===== config.mk =====
export PLATFORM = sky130hd
export DESIGN_NAME = swrpd_top
export DESIGN_NICKNAME = d
export VERILOG_FILES = /design/src/swrpd_pkg.sv /design/src/swrpd_pwm_if.sv /design/src/swrpd_pwm.sv /design/src/swrpd_top.sv
export SDC_FILE = /design/constraint.sdc
export NUM_CORES = 1
export LEC_CHECK = 0
export BUFFER_PORTS_ARGS = -buffer_cell sky130_fd_sc_hd__buf_2
export CORE_ASPECT_RATIO = 0.7
export CORE_MARGIN = 4
export CORE_UTILIZATION = 59
export CTS_CLUSTER_SIZE = 24
export DETAILED_ROUTE_END_ITERATION = 10
export GPL_TIMING_DRIVEN = 0
export PLACE_DENSITY_LB_ADDON = 0.12
export SYNTH_ARGS = -nofsm -noshare
export SYNTH_HDL_FRONTEND = slang
export SYNTH_HIERARCHICAL = 1
export SYNTH_SLANG_ARGS = --single-unit

===== constraint.sdc =====
create_clock -name clk -period 7.3 [get_ports clk]
set_input_delay 1.095 -clock clk [delete_from_list [all_inputs] [get_ports clk]]
set_output_delay 1.095 -clock clk [all_outputs]
set_load 0.1 [all_outputs]

===== src/swrpd_pkg.sv =====
// ****************************************************************
// Shared constants and types of the single-wire PWM driver
// ****************************************************************
package swrpd_pkg;

  // ****************************************************************
  // Clock and time
  // ****************************************************************
  localparam int CLK_PERIOD_PS       = 5000;
  localparam int BIT_PERIOD_MIN_PS   = 330000;
  localparam int BIT_PERIOD_MAX_PS   = 10000000;
  localparam int BIT_PERIOD_MIN_CYC  =
    (BIT_PERIOD_MIN_PS + CLK_PERIOD_PS - 1) / CLK_PERIOD_PS;
  localparam int BIT_PERIOD_MAX_CYC  = BIT_PERIOD_MAX_PS / CLK_PERIOD_PS;
  localparam int CLK_FREQ_KHZ        = 200000;
  localparam int OSC_FREQ_KHZ        = 12000;
  localparam int OSC_DIV_CYC         = CLK_FREQ_KHZ / OSC_FREQ_KHZ;

  // ****************************************************************
  // Widths and packet layout
  // ****************************************************************
  localparam int PER_W               = 12;
  localparam int CNT_W               = 16;
  localparam int GS_W                = 12;
  localparam int NCH                 = 3;
  localparam int PKT_W               = 48;
  localparam int KEY_LSB             = 36;
  localparam int GS_DATA_W           = NCH * GS_W;
  localparam logic [GS_W-1:0] WRITE_KEY = 12'h3AA;
  localparam logic [PKT_W-1:0] PKT_RESET = 48'h000000000000;

  // ****************************************************************
  // Decision points as fractions and multiples of the bit period
  // ****************************************************************
  localparam int ZERO_NUM            = 9;
  localparam int ZERO_DEN            = 10;
  localparam int ONE_DIV             = 2;
  localparam int FRAME_END_PERIODS   = 4;
  localparam int LATCH_PERIODS       = 8;

  typedef enum logic [4:0] {
    ST_WAIT_FIRST = 5'h01,
    ST_MEASURE    = 5'h02,
    ST_MARK       = 5'h04,
    ST_GAP        = 5'h08,
    ST_FORWARD    = 5'h10
  } swrpd_state_t;

endpackage : swrpd_pkg


===== src/swrpd_pwm_if.sv =====
`timescale 1ns/100ps
// ****************************************************************
// Link between the serial decoder and the PWM engine
// ****************************************************************
interface swrpd_pwm_if;
  import swrpd_pkg::*;
  logic                 osc_tick;
  logic                 load;
  logic [GS_DATA_W-1:0] levels;

  modport ctrl (output osc_tick, output load, output levels);
  modport pwm  (input osc_tick, input load, input levels);
endinterface : swrpd_pwm_if


===== src/swrpd_pwm.sv =====
`timescale 1ns/100ps
module swrpd_pwm
  import swrpd_pkg::*;
(
  input  wire logic           clk,
  input  wire logic           rst_n,
  swrpd_pwm_if.pwm            link,
  output      logic [NCH-1:0] led_on
);

  // ****************************************************************
  // Grayscale counter and holding latch
  // ****************************************************************
  logic [GS_W-1:0]      gs_cnt_reg;
  logic [GS_DATA_W-1:0] latch_reg;
  logic                 loaded_reg;

  always_ff @(posedge clk) begin
    if (!rst_n) begin
      gs_cnt_reg <= '0;
    end else if (link.load) begin
      gs_cnt_reg <= '0;
    end else if (link.osc_tick) begin
      gs_cnt_reg <= gs_cnt_reg + 1'b1;
    end
  end

  always_ff @(posedge clk) begin
    if (!rst_n) begin
      latch_reg  <= '0;
      loaded_reg <= 1'b0;
    end else if (link.load) begin
      latch_reg  <= link.levels;
      loaded_reg <= 1'b1;
    end
  end

  // ****************************************************************
  // Per-channel comparators
  // ****************************************************************
  generate
    for (genvar c = 0; c < NCH; c++) begin : g_chan
      logic [GS_W-1:0] lvl;
      assign lvl = latch_reg[(NCH-1-c)*GS_W +: GS_W];
      always_ff @(posedge clk) begin
        if (!rst_n) begin
          led_on[c] <= 1'b0;
        end else if (link.load) begin
          led_on[c] <= 1'b0;
        end else begin
          // Count zero is the off slot, so full scale stays one short.
          led_on[c] <= (gs_cnt_reg != '0) && (gs_cnt_reg <= lvl);
        end
      end

      property p_zero_never_on;
        @(posedge clk) disable iff (!rst_n)
        (lvl == '0) && $stable(lvl) |=> !led_on[c];
      endproperty
      a_zero_never_on: assert property (p_zero_never_on)
        else $error("channel with zero level turned on");

      property p_off_after_level;
        @(posedge clk) disable iff (!rst_n)
        (gs_cnt_reg == lvl) && (lvl != '0) && link.osc_tick && !link.load
        |=> ##1 !led_on[c];
      endproperty
      a_off_after_level: assert property (p_off_after_level)
        else $error("output stayed on past its level");

      property p_on_at_one;
        @(posedge clk) disable iff (!rst_n)
        (gs_cnt_reg == '0) && (lvl != '0) && link.osc_tick && !link.load
        |=> ##1 (led_on[c] || $past(link.load));
      endproperty
      a_on_at_one: assert property (p_on_at_one)
        else $error("output did not turn on at count one");
    end
  endgenerate

  property p_count_step;
    @(posedge clk) disable iff (!rst_n)
    link.osc_tick && !link.load |=> gs_cnt_reg == $past(gs_cnt_reg) + 1'b1;
  endproperty
  a_count_step: assert property (p_count_step)
    else $error("grayscale counter missed a tick");

  property p_load_clears;
    @(posedge clk) disable iff (!rst_n)
    link.load |=> (gs_cnt_reg == '0) && (led_on == '0);
  endproperty
  a_load_clears: assert property (p_load_clears)
    else $error("latch event did not restart PWM");

  property p_dark_until_load;
    @(posedge clk) disable iff (!rst_n)
    !loaded_reg |-> led_on == '0;
  endproperty
  a_dark_until_load: assert property (p_dark_until_load)
    else $error("output on before any latch");

endmodule : swrpd_pwm


===== src/swrpd_top.sv =====
`timescale 1ns/100ps
module swrpd_top
  import swrpd_pkg::*;
#(
  parameter int FE_PERIODS  = FRAME_END_PERIODS,
  parameter int LAT_PERIODS = LATCH_PERIODS,
  parameter int OSC_DIV     = OSC_DIV_CYC
)
(
  input  wire logic           clk,
  input  wire logic           rst_n,
  input  wire logic           serial_in,
  output      logic           serial_out,
  output      logic [NCH-1:0] led_sink_output
);

  // ****************************************************************
  // Input synchroniser and edge detect
  // ****************************************************************
  logic sin_meta_reg;
  logic sin_sync_reg;
  logic sin_last_reg;
  logic rise;

  always_ff @(posedge clk) begin
    if (!rst_n) begin
      sin_meta_reg <= 1'b0;
      sin_sync_reg <= 1'b0;
      sin_last_reg <= 1'b0;
    end else begin
      sin_meta_reg <= serial_in;
      sin_sync_reg <= sin_meta_reg;
      sin_last_reg <= sin_sync_reg;
    end
  end

  assign rise = sin_sync_reg && !sin_last_reg;

  // ****************************************************************
  // Timers
  // ****************************************************************
  swrpd_state_t     state_reg;
  swrpd_state_t     state_next;
  logic [CNT_W-1:0] cnt_reg;
  logic [CNT_W-1:0] low_cnt_reg;
  logic [PER_W-1:0] period_reg;
  logic [CNT_W-1:0] half_thr_reg;
  logic [CNT_W-1:0] zero_thr_reg;
  logic [CNT_W-1:0] fe_thr_reg;
  logic [CNT_W-1:0] lat_thr_reg;
  logic             restart_cnt;

  // Saturating counters: a stuck line must not wrap into a false match.
  always_ff @(posedge clk) begin
    if (!rst_n) begin
      cnt_reg <= '0;
    end else if (restart_cnt) begin
      cnt_reg <= CNT_W'(1);
    end else if (cnt_reg != '1) begin
      cnt_reg <= cnt_reg + 1'b1;
    end
  end

  always_ff @(posedge clk) begin
    if (!rst_n) begin
      low_cnt_reg <= '0;
    end else if (sin_sync_reg) begin
      low_cnt_reg <= '0;
    end else if (low_cnt_reg != '1) begin
      low_cnt_reg <= low_cnt_reg + 1'b1;
    end
  end

  // ****************************************************************
  // Bit period measurement
  // ****************************************************************
  logic meas_in_range;
  logic meas_ok;
  logic meas_timeout;

  assign meas_in_range = (cnt_reg >= CNT_W'(BIT_PERIOD_MIN_CYC)) &&
                         (cnt_reg <= CNT_W'(BIT_PERIOD_MAX_CYC));
  assign meas_ok       = (state_reg == ST_MEASURE) && rise && meas_in_range;
  assign meas_timeout  = (state_reg == ST_MEASURE) && !rise &&
                         (cnt_reg > CNT_W'(BIT_PERIOD_MAX_CYC));

  // Thresholds are computed once per measurement, keeping the
  // multipliers off the per-cycle decode path.
  always_ff @(posedge clk) begin
    if (!rst_n) begin
      period_reg   <= '0;
      half_thr_reg <= '0;
      zero_thr_reg <= '0;
      fe_thr_reg   <= '0;
      lat_thr_reg  <= '0;
    end else if (meas_ok) begin
      period_reg   <= PER_W'(cnt_reg);
      half_thr_reg <= CNT_W'(cnt_reg / ONE_DIV);
      zero_thr_reg <= CNT_W'((32'(cnt_reg) * ZERO_NUM) / ZERO_DEN);
      fe_thr_reg   <= CNT_W'(32'(cnt_reg) * FE_PERIODS);
      lat_thr_reg  <= CNT_W'(32'(cnt_reg) * LAT_PERIODS);
    end
  end

  // ****************************************************************
  // Bit decoding and sequence control
  // ****************************************************************
  logic bit_one;
  logic bit_zero;
  logic frame_end;
  logic latch_sequence;
  logic key_ok;
  logic locked_reg;
  logic [PKT_W-1:0] packet_shift_reg;

  // An edge landing between half and 0.9 periods is ignored; the bit
  // then resolves as zero when the 0.9 point passes.
  assign bit_one   = (state_reg == ST_MARK) && rise &&
                     (cnt_reg < half_thr_reg);
  assign bit_zero  = (state_reg == ST_MARK) && !rise &&
                     (cnt_reg == zero_thr_reg);
  assign frame_end = (state_reg == ST_GAP) &&
                     (low_cnt_reg == fe_thr_reg);
  assign latch_sequence = ((state_reg == ST_GAP) ||
                           (state_reg == ST_FORWARD)) &&
                          (low_cnt_reg == lat_thr_reg);
  assign key_ok = packet_shift_reg[KEY_LSB +: GS_W] == WRITE_KEY;
  assign restart_cnt = rise && ((state_reg == ST_WAIT_FIRST) ||
                                (state_reg == ST_MEASURE) ||
                                (state_reg == ST_GAP));

  always_comb begin
    state_next = state_reg;
    case (state_reg)
      ST_WAIT_FIRST: begin
        if (rise) begin
          state_next = ST_MEASURE;
        end
      end
      ST_MEASURE: begin
        if (meas_ok) begin
          state_next = ST_GAP;
        end else if (meas_timeout) begin
          state_next = ST_WAIT_FIRST;
        end
      end
      ST_MARK: begin
        if (bit_one || bit_zero) begin
          state_next = ST_GAP;
        end
      end
      ST_GAP: begin
        if (rise) begin
          state_next = ST_MARK;
        end else if (latch_sequence) begin
          state_next = ST_WAIT_FIRST;
        end else if (frame_end) begin
          state_next = ST_FORWARD;
        end
      end
      ST_FORWARD: begin
        if (latch_sequence) begin
          state_next = ST_WAIT_FIRST;
        end
      end
      default: begin
        state_next = ST_WAIT_FIRST;
      end
    endcase
  end

  always_ff @(posedge clk) begin
    if (!rst_n) begin
      state_reg <= ST_WAIT_FIRST;
    end else begin
      state_reg <= state_next;
    end
  end

  // The packet register is the only copy of incoming data; after frame
  // end it holds still while downstream traffic passes through.
  always_ff @(posedge clk) begin
    if (!rst_n) begin
      packet_shift_reg <= PKT_RESET;
    end else if (meas_ok) begin
      packet_shift_reg <= {packet_shift_reg[PKT_W-3:0], 2'b00};
    end else if (bit_one || bit_zero) begin
      packet_shift_reg <= {packet_shift_reg[PKT_W-2:0], bit_one};
    end
  end

  always_ff @(posedge clk) begin
    if (!rst_n) begin
      locked_reg <= 1'b0;
    end else if (latch_sequence) begin
      locked_reg <= 1'b0;
    end else if (frame_end) begin
      locked_reg <= 1'b1;
    end
  end

  always_ff @(posedge clk) begin
    if (!rst_n) begin
      serial_out <= 1'b0;
    end else begin
      serial_out <= locked_reg && sin_sync_reg;
    end
  end

  // ****************************************************************
  // Oscillator tick and PWM engine
  // ****************************************************************
  localparam int DIV_W = $clog2(OSC_DIV + 1);
  logic [DIV_W-1:0] div_reg;
  logic             tick_reg;

  always_ff @(posedge clk) begin
    if (!rst_n) begin
      div_reg  <= '0;
      tick_reg <= 1'b0;
    end else if (div_reg == DIV_W'(OSC_DIV - 1)) begin
      div_reg  <= '0;
      tick_reg <= 1'b1;
    end else begin
      div_reg  <= div_reg + 1'b1;
      tick_reg <= 1'b0;
    end
  end

  swrpd_pwm_if pwm_link ();

  assign pwm_link.osc_tick = tick_reg;
  assign pwm_link.load     = latch_sequence && key_ok;
  assign pwm_link.levels   = packet_shift_reg[GS_DATA_W-1:0];

  swrpd_pwm u_pwm (
    .clk    (clk),
    .rst_n  (rst_n),
    .link   (pwm_link.pwm),
    .led_on (led_sink_output)
  );

  // ****************************************************************
  // Checks
  // ****************************************************************
  property p_load_needs_key;
    @(posedge clk) disable iff (!rst_n)
    pwm_link.load |-> latch_sequence &&
      (packet_shift_reg[PKT_W-1 -: GS_W] == WRITE_KEY);
  endproperty
  a_load_needs_key: assert property (p_load_needs_key)
    else $error("levels loaded without a valid key");

  property p_bad_key_no_load;
    @(posedge clk) disable iff (!rst_n)
    latch_sequence && !key_ok |-> !pwm_link.load;
  endproperty
  a_bad_key_no_load: assert property (p_bad_key_no_load)
    else $error("levels loaded with a wrong key");

  property p_locked_frozen;
    @(posedge clk) disable iff (!rst_n)
    locked_reg && $past(locked_reg) |-> $stable(packet_shift_reg);
  endproperty
  a_locked_frozen: assert property (p_locked_frozen)
    else $error("packet changed after frame end");

  property p_measure_zeros;
    @(posedge clk) disable iff (!rst_n)
    meas_ok |=> (packet_shift_reg[1:0] == 2'b00) &&
      (packet_shift_reg[PKT_W-1:2] == $past(packet_shift_reg[PKT_W-3:0]));
  endproperty
  a_measure_zeros: assert property (p_measure_zeros)
    else $error("measurement did not shift two zeros");

  property p_one_shift;
    @(posedge clk) disable iff (!rst_n)
    bit_one |=> packet_shift_reg ==
      {$past(packet_shift_reg[PKT_W-2:0]), 1'b1};
  endproperty
  a_one_shift: assert property (p_one_shift)
    else $error("one bit not shifted in at the low end");

  property p_period_range;
    @(posedge clk) disable iff (!rst_n)
    $rose(state_reg == ST_GAP) && $past(state_reg == ST_MEASURE)
    |-> (period_reg >= PER_W'(BIT_PERIOD_MIN_CYC)) &&
        (period_reg <= PER_W'(BIT_PERIOD_MAX_CYC));
  endproperty
  a_period_range: assert property (p_period_range)
    else $error("bit period stored out of range");

  property p_zero_point;
    @(posedge clk) disable iff (!rst_n)
    bit_zero |-> (32'(cnt_reg) * ZERO_DEN) / ZERO_NUM <= 32'(period_reg);
  endproperty
  a_zero_point: assert property (p_zero_point)
    else $error("zero decided after the 0.9 point");

  property p_forward_follows;
    @(posedge clk) disable iff (!rst_n)
    locked_reg |=> serial_out == $past(sin_sync_reg);
  endproperty
  a_forward_follows: assert property (p_forward_follows)
    else $error("forwarded line does not follow the input");

endmodule : swrpd_top


==> impl_metrics.env, run 1 <==
export IMPL_status="finished with violations"
export IMPL_violations="negative setup slack"
export IMPL_hold_start="sin_meta_reg"
export IMPL_grt_use_total=0.301
export IMPL_die_h_um=130
export IMPL_min_path_type="flip-flop to flip-flop"
export IMPL_setup_viol=4
export IMPL_die_w_um=183
export IMPL_min_to="sin_sync_reg"
export IMPL_cpMaxStageDelayCell="dfxtp_4"
export IMPL_largest_reg_flops=48
export IMPL_diodes=0
export IMPL_clock_path_buffers=2
export IMPL_critPathKind="flip-flop to flip-flop"
export IMPL_cts_tree="built"
export IMPL_syn_area_per_cell_um2=8.12
export IMPL_ant_nets=0
export IMPL_worst_pin_slew_ns=1.06
export IMPL_netlist_area_leader_share=0.283
export IMPL_port_buffers=5
export IMPL_rr_startpoint="cnt_reg[4]"
export IMPL_ys_seq_area_frac=0.283
export IMPL_max_freq_mhz=128
export IMPL_arrival_ns=8.16
export IMPL_clk_latency_ns=0.44
export IMPL_syn_area_um2=12600
export IMPL_ys_types=96
export IMPL_layout_drive_gt1_share=0.194
export IMPL_r2r_end="zero_thr_reg[0]"
export IMPL_slew_headroom=0.288
export IMPL_ff_latch_area_um2=3620
export IMPL_gp_congestion=0.919
export IMPL_viasPerCell=6.43
export IMPL_dp_slack_ns=-1.51
export IMPL_multiInputGateArea_um2=9370
export IMPL_postSynth_asyncResetShare=0
export IMPL_cp_end_kind="flip-flop"
export IMPL_start_util=0.604
export IMPL_yosysWarnings=6
export IMPL_period_needed_ns=7.79
export IMPL_htreeDepth=4
export IMPL_hold_path_depth=1
export IMPL_nNetsFinal=1758
export IMPL_dp_hpwl_um=25400
export IMPL_n_fill_cell=1576
export IMPL_grt_max_degree=18
export IMPL_worst_path_max_fanout=7
export IMPL_crit_required_ns=7.66
export IMPL_cts_buffers=17
export IMPL_dp_cells=1839
export IMPL_drv_slew=0
export IMPL_overflow=0
export IMPL_clockRootBuffer="clkbuf_16"
export IMPL_syn_nets=1647
export IMPL_hold_ws_ns=0.440
export IMPL_worst_r2r_path_depth=30
export IMPL_routed_wl_um=38100
export IMPL_cap_viol_max_count=0
export IMPL_grt_pass1_vias=11213
export IMPL_drt_pre_antenna_iters=8
export IMPL_path_clk_slew_ns=0.08
export IMPL_placeableCoreArea_um2=20900
export IMPL_io_pins=7
export IMPL_synth_top_cell_by_area="dfxtp_1"
export IMPL_rsz0062_at_grt="yes"
export IMPL_dieArea_um2=23900
export IMPL_synth_seq_cells=179
export IMPL_fin_ws_ns=-0.495
export IMPL_start_kind="flip-flop"
export IMPL_finalHoldViolations=0
export IMPL_wire_per_inst_um=19.4
export IMPL_grt_pass1_wl_um=59400
export IMPL_num_rows=44
export IMPL_fin_area_um2=15400
export IMPL_synth_edf_count=0
export IMPL_yosys_top_cells_area="dfxtp_1, ha_1, mux2i_1"
export IMPL_synthCells=1558
export IMPL_clock_skew_ns=0.0211
export IMPL_reg2reg_setup_slack_ns=-0.49
export IMPL_drt_iter0_drc=1525
export IMPL_drc=0
export IMPL_num_vias=12585
export IMPL_synth_most_common_cell="dfxtp_1"
export IMPL_p_per_area_nw_per_um2=137
export IMPL_synth_common_cells="dfxtp_1, nor2_1, nand2_1"
export IMPL_synth_main_ff_cell="dfxtp_1"
export IMPL_area_growth_pct=21.8
export IMPL_final_cells=1958
export IMPL_antenna_found_initial=0
export IMPL_power_leakage_uw=0.00602
export IMPL_cts_sinks=179
export IMPL_placed_cell_area_um2=13100
export IMPL_critical_path_max_stage_delay_ns=0.43
export IMPL_peakVddDrop_mv=0.159
export IMPL_finalCritPeriodShare=1.07
worst max-delay path: cells and delay by family, from the launching register on:
| kind | cells | cell delay [ns] |
|---|---|---|
| AOI/OAI and AO/OA | 15 | 4.09 |
| xor gates and xnor gates | 1 | 0.14 |
| adders and majority gates | 5 | 1.39 |
| buffers and inverters | 2 | 0.32 |
| DFF | 1 | 0.43 |
| muxes | 1 | 0.21 |
| and+or+nand+nor | 6 | 1.14 |
stage by stage:
step / TNS, ns / power (µW) / util
after detailed placement: -6.17 / 1200 / 0.624
after floorplan: 0 / 1160 / -
final: -1.49 / 2110 / 0.737
after global placement: -5.80 / 1200 / 0.624
after global routing: -2.46 / 2180 / 0.737
after CTS: -0.743 / 2100 / 0.695
kinds of logic after synthesis:
| family | synth area share |
|---|---|
| compound gates | 0.210 |
| buf+inv | 0.0546 |
| mux | 0.0721 |
| simple gates | 0.216 |
| fa+ha+maj | 0.0875 |
| flops | 0.283 |
| xor+xnor | 0.0761 |
power breakdown:
group	leakage [µW]	switching, µW	internal (µW)
registers	0.00145	13.4	986
logic	0.00428	125	75.5
clock network	0.000280	426	483
cell type report:
type                       count  area share
buffer                        94      0.0309
clock buffer                  18      0.0279
clock inverter                14     0.00966
inverter                      72      0.0175
multi-input combinational   1211       0.608
sequential                   179       0.235
tap                          276      0.0224
timing repair buffer          94      0.0481
layout by cell type (no fill, tap or decap), types with 25 or more instances in the layout:
cell      instances
mux2i_1          88
buf_4            80
dfxtp_1         164
nand4_1          25
nand3_1          50
a21oi_1          73
xnor2_1          60
nand2_1         111
nor3_1           28
ha_1             77
a211oi_1         54
xor2_1           41
inv_1            71
clkbuf_1         52
nor2b_1          47
o21ai_0          37
nor2_1          164
worst max-delay path by stage:
stage | startpoint | end | slack (ns) | depth (start not counted)
final | cnt_reg[4] | zero_thr_reg[0] | -0.49 | 30
after global placement | cnt_reg[6] | zero_thr_reg[0] | -1.48 | 31
after global routing | cnt_reg[7] | zero_thr_reg[0] | -0.76 | 30
after floorplan | cnt_reg[1] | zero_thr_reg[0] | 0.02 | 30
after detailed placement | cnt_reg[6] | zero_thr_reg[0] | -1.51 | 29
after CTS | cnt_reg[1] | zero_thr_reg[0] | -0.35 | 31
per-layer routing:
metal	wire length, µm	track usage
met5	0	0
met4	605	0.0460
met3	3800	0.0620
met2	15600	0.435
met1	18000	0.470
what timing repair did:
| item | 4_1_cts | 5_1_grt |
|---|---|---|
| hold endpoints to repair | 0 | 0 |
| hold buffers | 0 | 0 |
| gates cloned | 1 | 0 |
| setup buffers | 40 | 48 |
| setup endpoints to repair | 6 | 5 |
| resized for setup | 127 | 106 |
| pin swaps | 43 | 71 |
Note: power is estimated with default switching activity, not from simulation.
==> run 2, diff against run 1 <==
Settings changed: CORE_UTILIZATION 59 to 51.
==> run 2 against run 1 <==
Against the previous run:
- the flow still finishes with violations (negative setup slack)
- clock skew is 0.0094 ns lower
- design area is 0.99% lower
- first-iteration DRC count is 34% lower
- critical path type unchanged
- critical endpoint is now zero_thr_reg[1]
- largest power group unchanged
==> impl_metrics.env, run 2 (synthesized netlist as in run 1, its figures left out) <==
export IMPL_status="finished with violations"
export IMPL_violations="negative setup slack"
export IMPL_grt_util_met2=0.354
export IMPL_drt_iter0_drc=1012
export IMPL_grt_max_degree=18
export IMPL_path_buf_inv=5
export IMPL_fin_util=0.636
export IMPL_worst_pin_slew_ns=1.15
export IMPL_layout_drive_gt1_share=0.179
export IMPL_worst_r2r_path_depth=33
export IMPL_grt_busiest_layer="met1"
export IMPL_cts_sinks=179
export IMPL_finalPower_uw=2080
export IMPL_clk_latency_ns=0.43
export IMPL_cts_tree="built"
export IMPL_io_pins=7
export IMPL_combinationalPowerShare=0.094
export IMPL_hold_path_depth=1
export IMPL_wire_per_inst_um=18.5
export IMPL_drt_pre_antenna_iters=6
export IMPL_antenna_found_initial=0
export IMPL_crit_family="compound AO/OA/AOI/OAI gates"
export IMPL_grt_use_total=0.260
export IMPL_fin_ws_ns=-0.457
export IMPL_die_w_um=196
export IMPL_clock_skew_ns=0.0117
export IMPL_path_clk_slew_ns=0.07
export IMPL_critical_path_max_stage_delay_ns=0.45
export IMPL_num_vias=12149
export IMPL_nNetsFinal=1746
export IMPL_grt_pass1_vias=11016
export IMPL_diodes=0
export IMPL_worst_path_max_fanout=5
export IMPL_start_kind="flip-flop"
export IMPL_grt_pass1_wl_um=59200
export IMPL_period_needed_ns=7.76
export IMPL_power_leakage_uw=0.00596
export IMPL_critPathKind="flip-flop to flip-flop"
export IMPL_port_buffers=5
export IMPL_max_freq_mhz=129
export IMPL_p_sw_frac=0.271
export IMPL_n_fill_cell=2074
export IMPL_finalCritPeriodShare=1.06
export IMPL_ant_nets=0
export IMPL_peakVddDrop_mv=0.183
export IMPL_start_util=0.527
export IMPL_path_common_cell="buf_6"
export IMPL_drv_slew=0
export IMPL_htreeDepth=4
export IMPL_area_growth_pct=20.6
export IMPL_gp_congestion=0.906
export IMPL_largest_reg_flops=48
export IMPL_fin_tns_setup_ns=-1.29
export IMPL_routed_wl_um=36800
export IMPL_crit_required_ns=7.66
export IMPL_cpMaxStageDelayCell="or3_4"
export IMPL_ff_latch_area_um2=3620
export IMPL_cts_buffers=17
export IMPL_overflow=0
export IMPL_setup_viol=4
export IMPL_dieArea_um2=27400
export IMPL_p_clk_frac=0.426
export IMPL_min_path_type="flip-flop to flip-flop"
export IMPL_drc=0
export IMPL_multiInputGateArea_um2=9280
export IMPL_placeableCoreArea_um2=24000
export IMPL_p_int_uw=1520
export IMPL_cp_end_kind="flip-flop"
export IMPL_power_frac_seq=0.480
export IMPL_rsz0062_at_grt="yes"
export IMPL_gr_usage_met3=0.0616
export IMPL_slew_headroom=0.227
export IMPL_clock_path_buffers=2
export IMPL_power_switching_uw=565
export IMPL_arrival_ns=8.11
export IMPL_cp_depth=33
export IMPL_cap_viol_max_count=0
export IMPL_p_per_area_nw_per_um2=136
export IMPL_reg2reg_setup_slack_ns=-0.46
export IMPL_use_met1=0.416
export IMPL_num_rows=47
export IMPL_die_h_um=140
export IMPL_viasPerCell=6.11
export IMPL_finalHoldViolations=0
export IMPL_dp_hpwl_um=25700
export IMPL_final_cell_mix="nor2_1, dfxtp_1, nand2_1, mux2i_1, ha_1"
export IMPL_clockRootBuffer="clkbuf_16"
[run 2: final cells by class]
class / instances / area share
clock inverter: 13 / 0.00787
tap: 318 / 0.0261
inverter: 72 / 0.0177
sequential: 179 / 0.238
multi-input combinational: 1211 / 0.608
timing repair buffer: 81 / 0.0432
buffer: 95 / 0.0305
clock buffer: 19 / 0.0290
[run 2: worst paths after layout]
| kind | startpoint | end |
|---|---|---|
| hold reg to reg | sin_meta_reg | sin_sync_reg |
| setup reg to reg | cnt_reg[4] | zero_thr_reg[1] |
| hold / removal | sin_meta_reg | sin_sync_reg |
| setup / recovery | cnt_reg[4] | zero_thr_reg[1] |
[run 2: metal layers]
metal	wire, µm	share of wire	vias to the layer above
met5	0	0	-
met4	292	0.0079	0
met3	3010	0.082	34
met2	14600	0.40	467
met1	18900	0.51	5782
li1	-	-	5866
[run 2: stage by stage]
stage | instance area [µm²] | setup WS, ns | hold WS, ns | cells
floorplan | 12700 | 0.0190 | 0.412 | 1558
global placement | 13100 | -1.59 | 0.418 | 1881
detailed placement | 13100 | -1.59 | 0.418 | 1881
CTS | 14800 | -0.234 | 0.438 | 1972
global route | 15300 | -0.759 | 0.463 | 1988
finish | 15300 | -0.457 | 0.435 | 1988
[run 2: power by group through the flow]
stage	Combinational (µW)	Sequential [µW]	Clock [µW]
finish	196	999	887
global route	219	1000	934
CTS	190	998	896
detailed placement	176	1030	0
global placement	175	1030	0
floorplan	136	1020	0
[run 2: timing repair]
item                                    4_1_cts  5_1_grt
hold buffers                                  0        0
buffers inserted                             60       15
cloned                                        0        1
endpoints found under the setup margin        7        5
pin swaps                                    58       27
gates resized for setup                     150       57
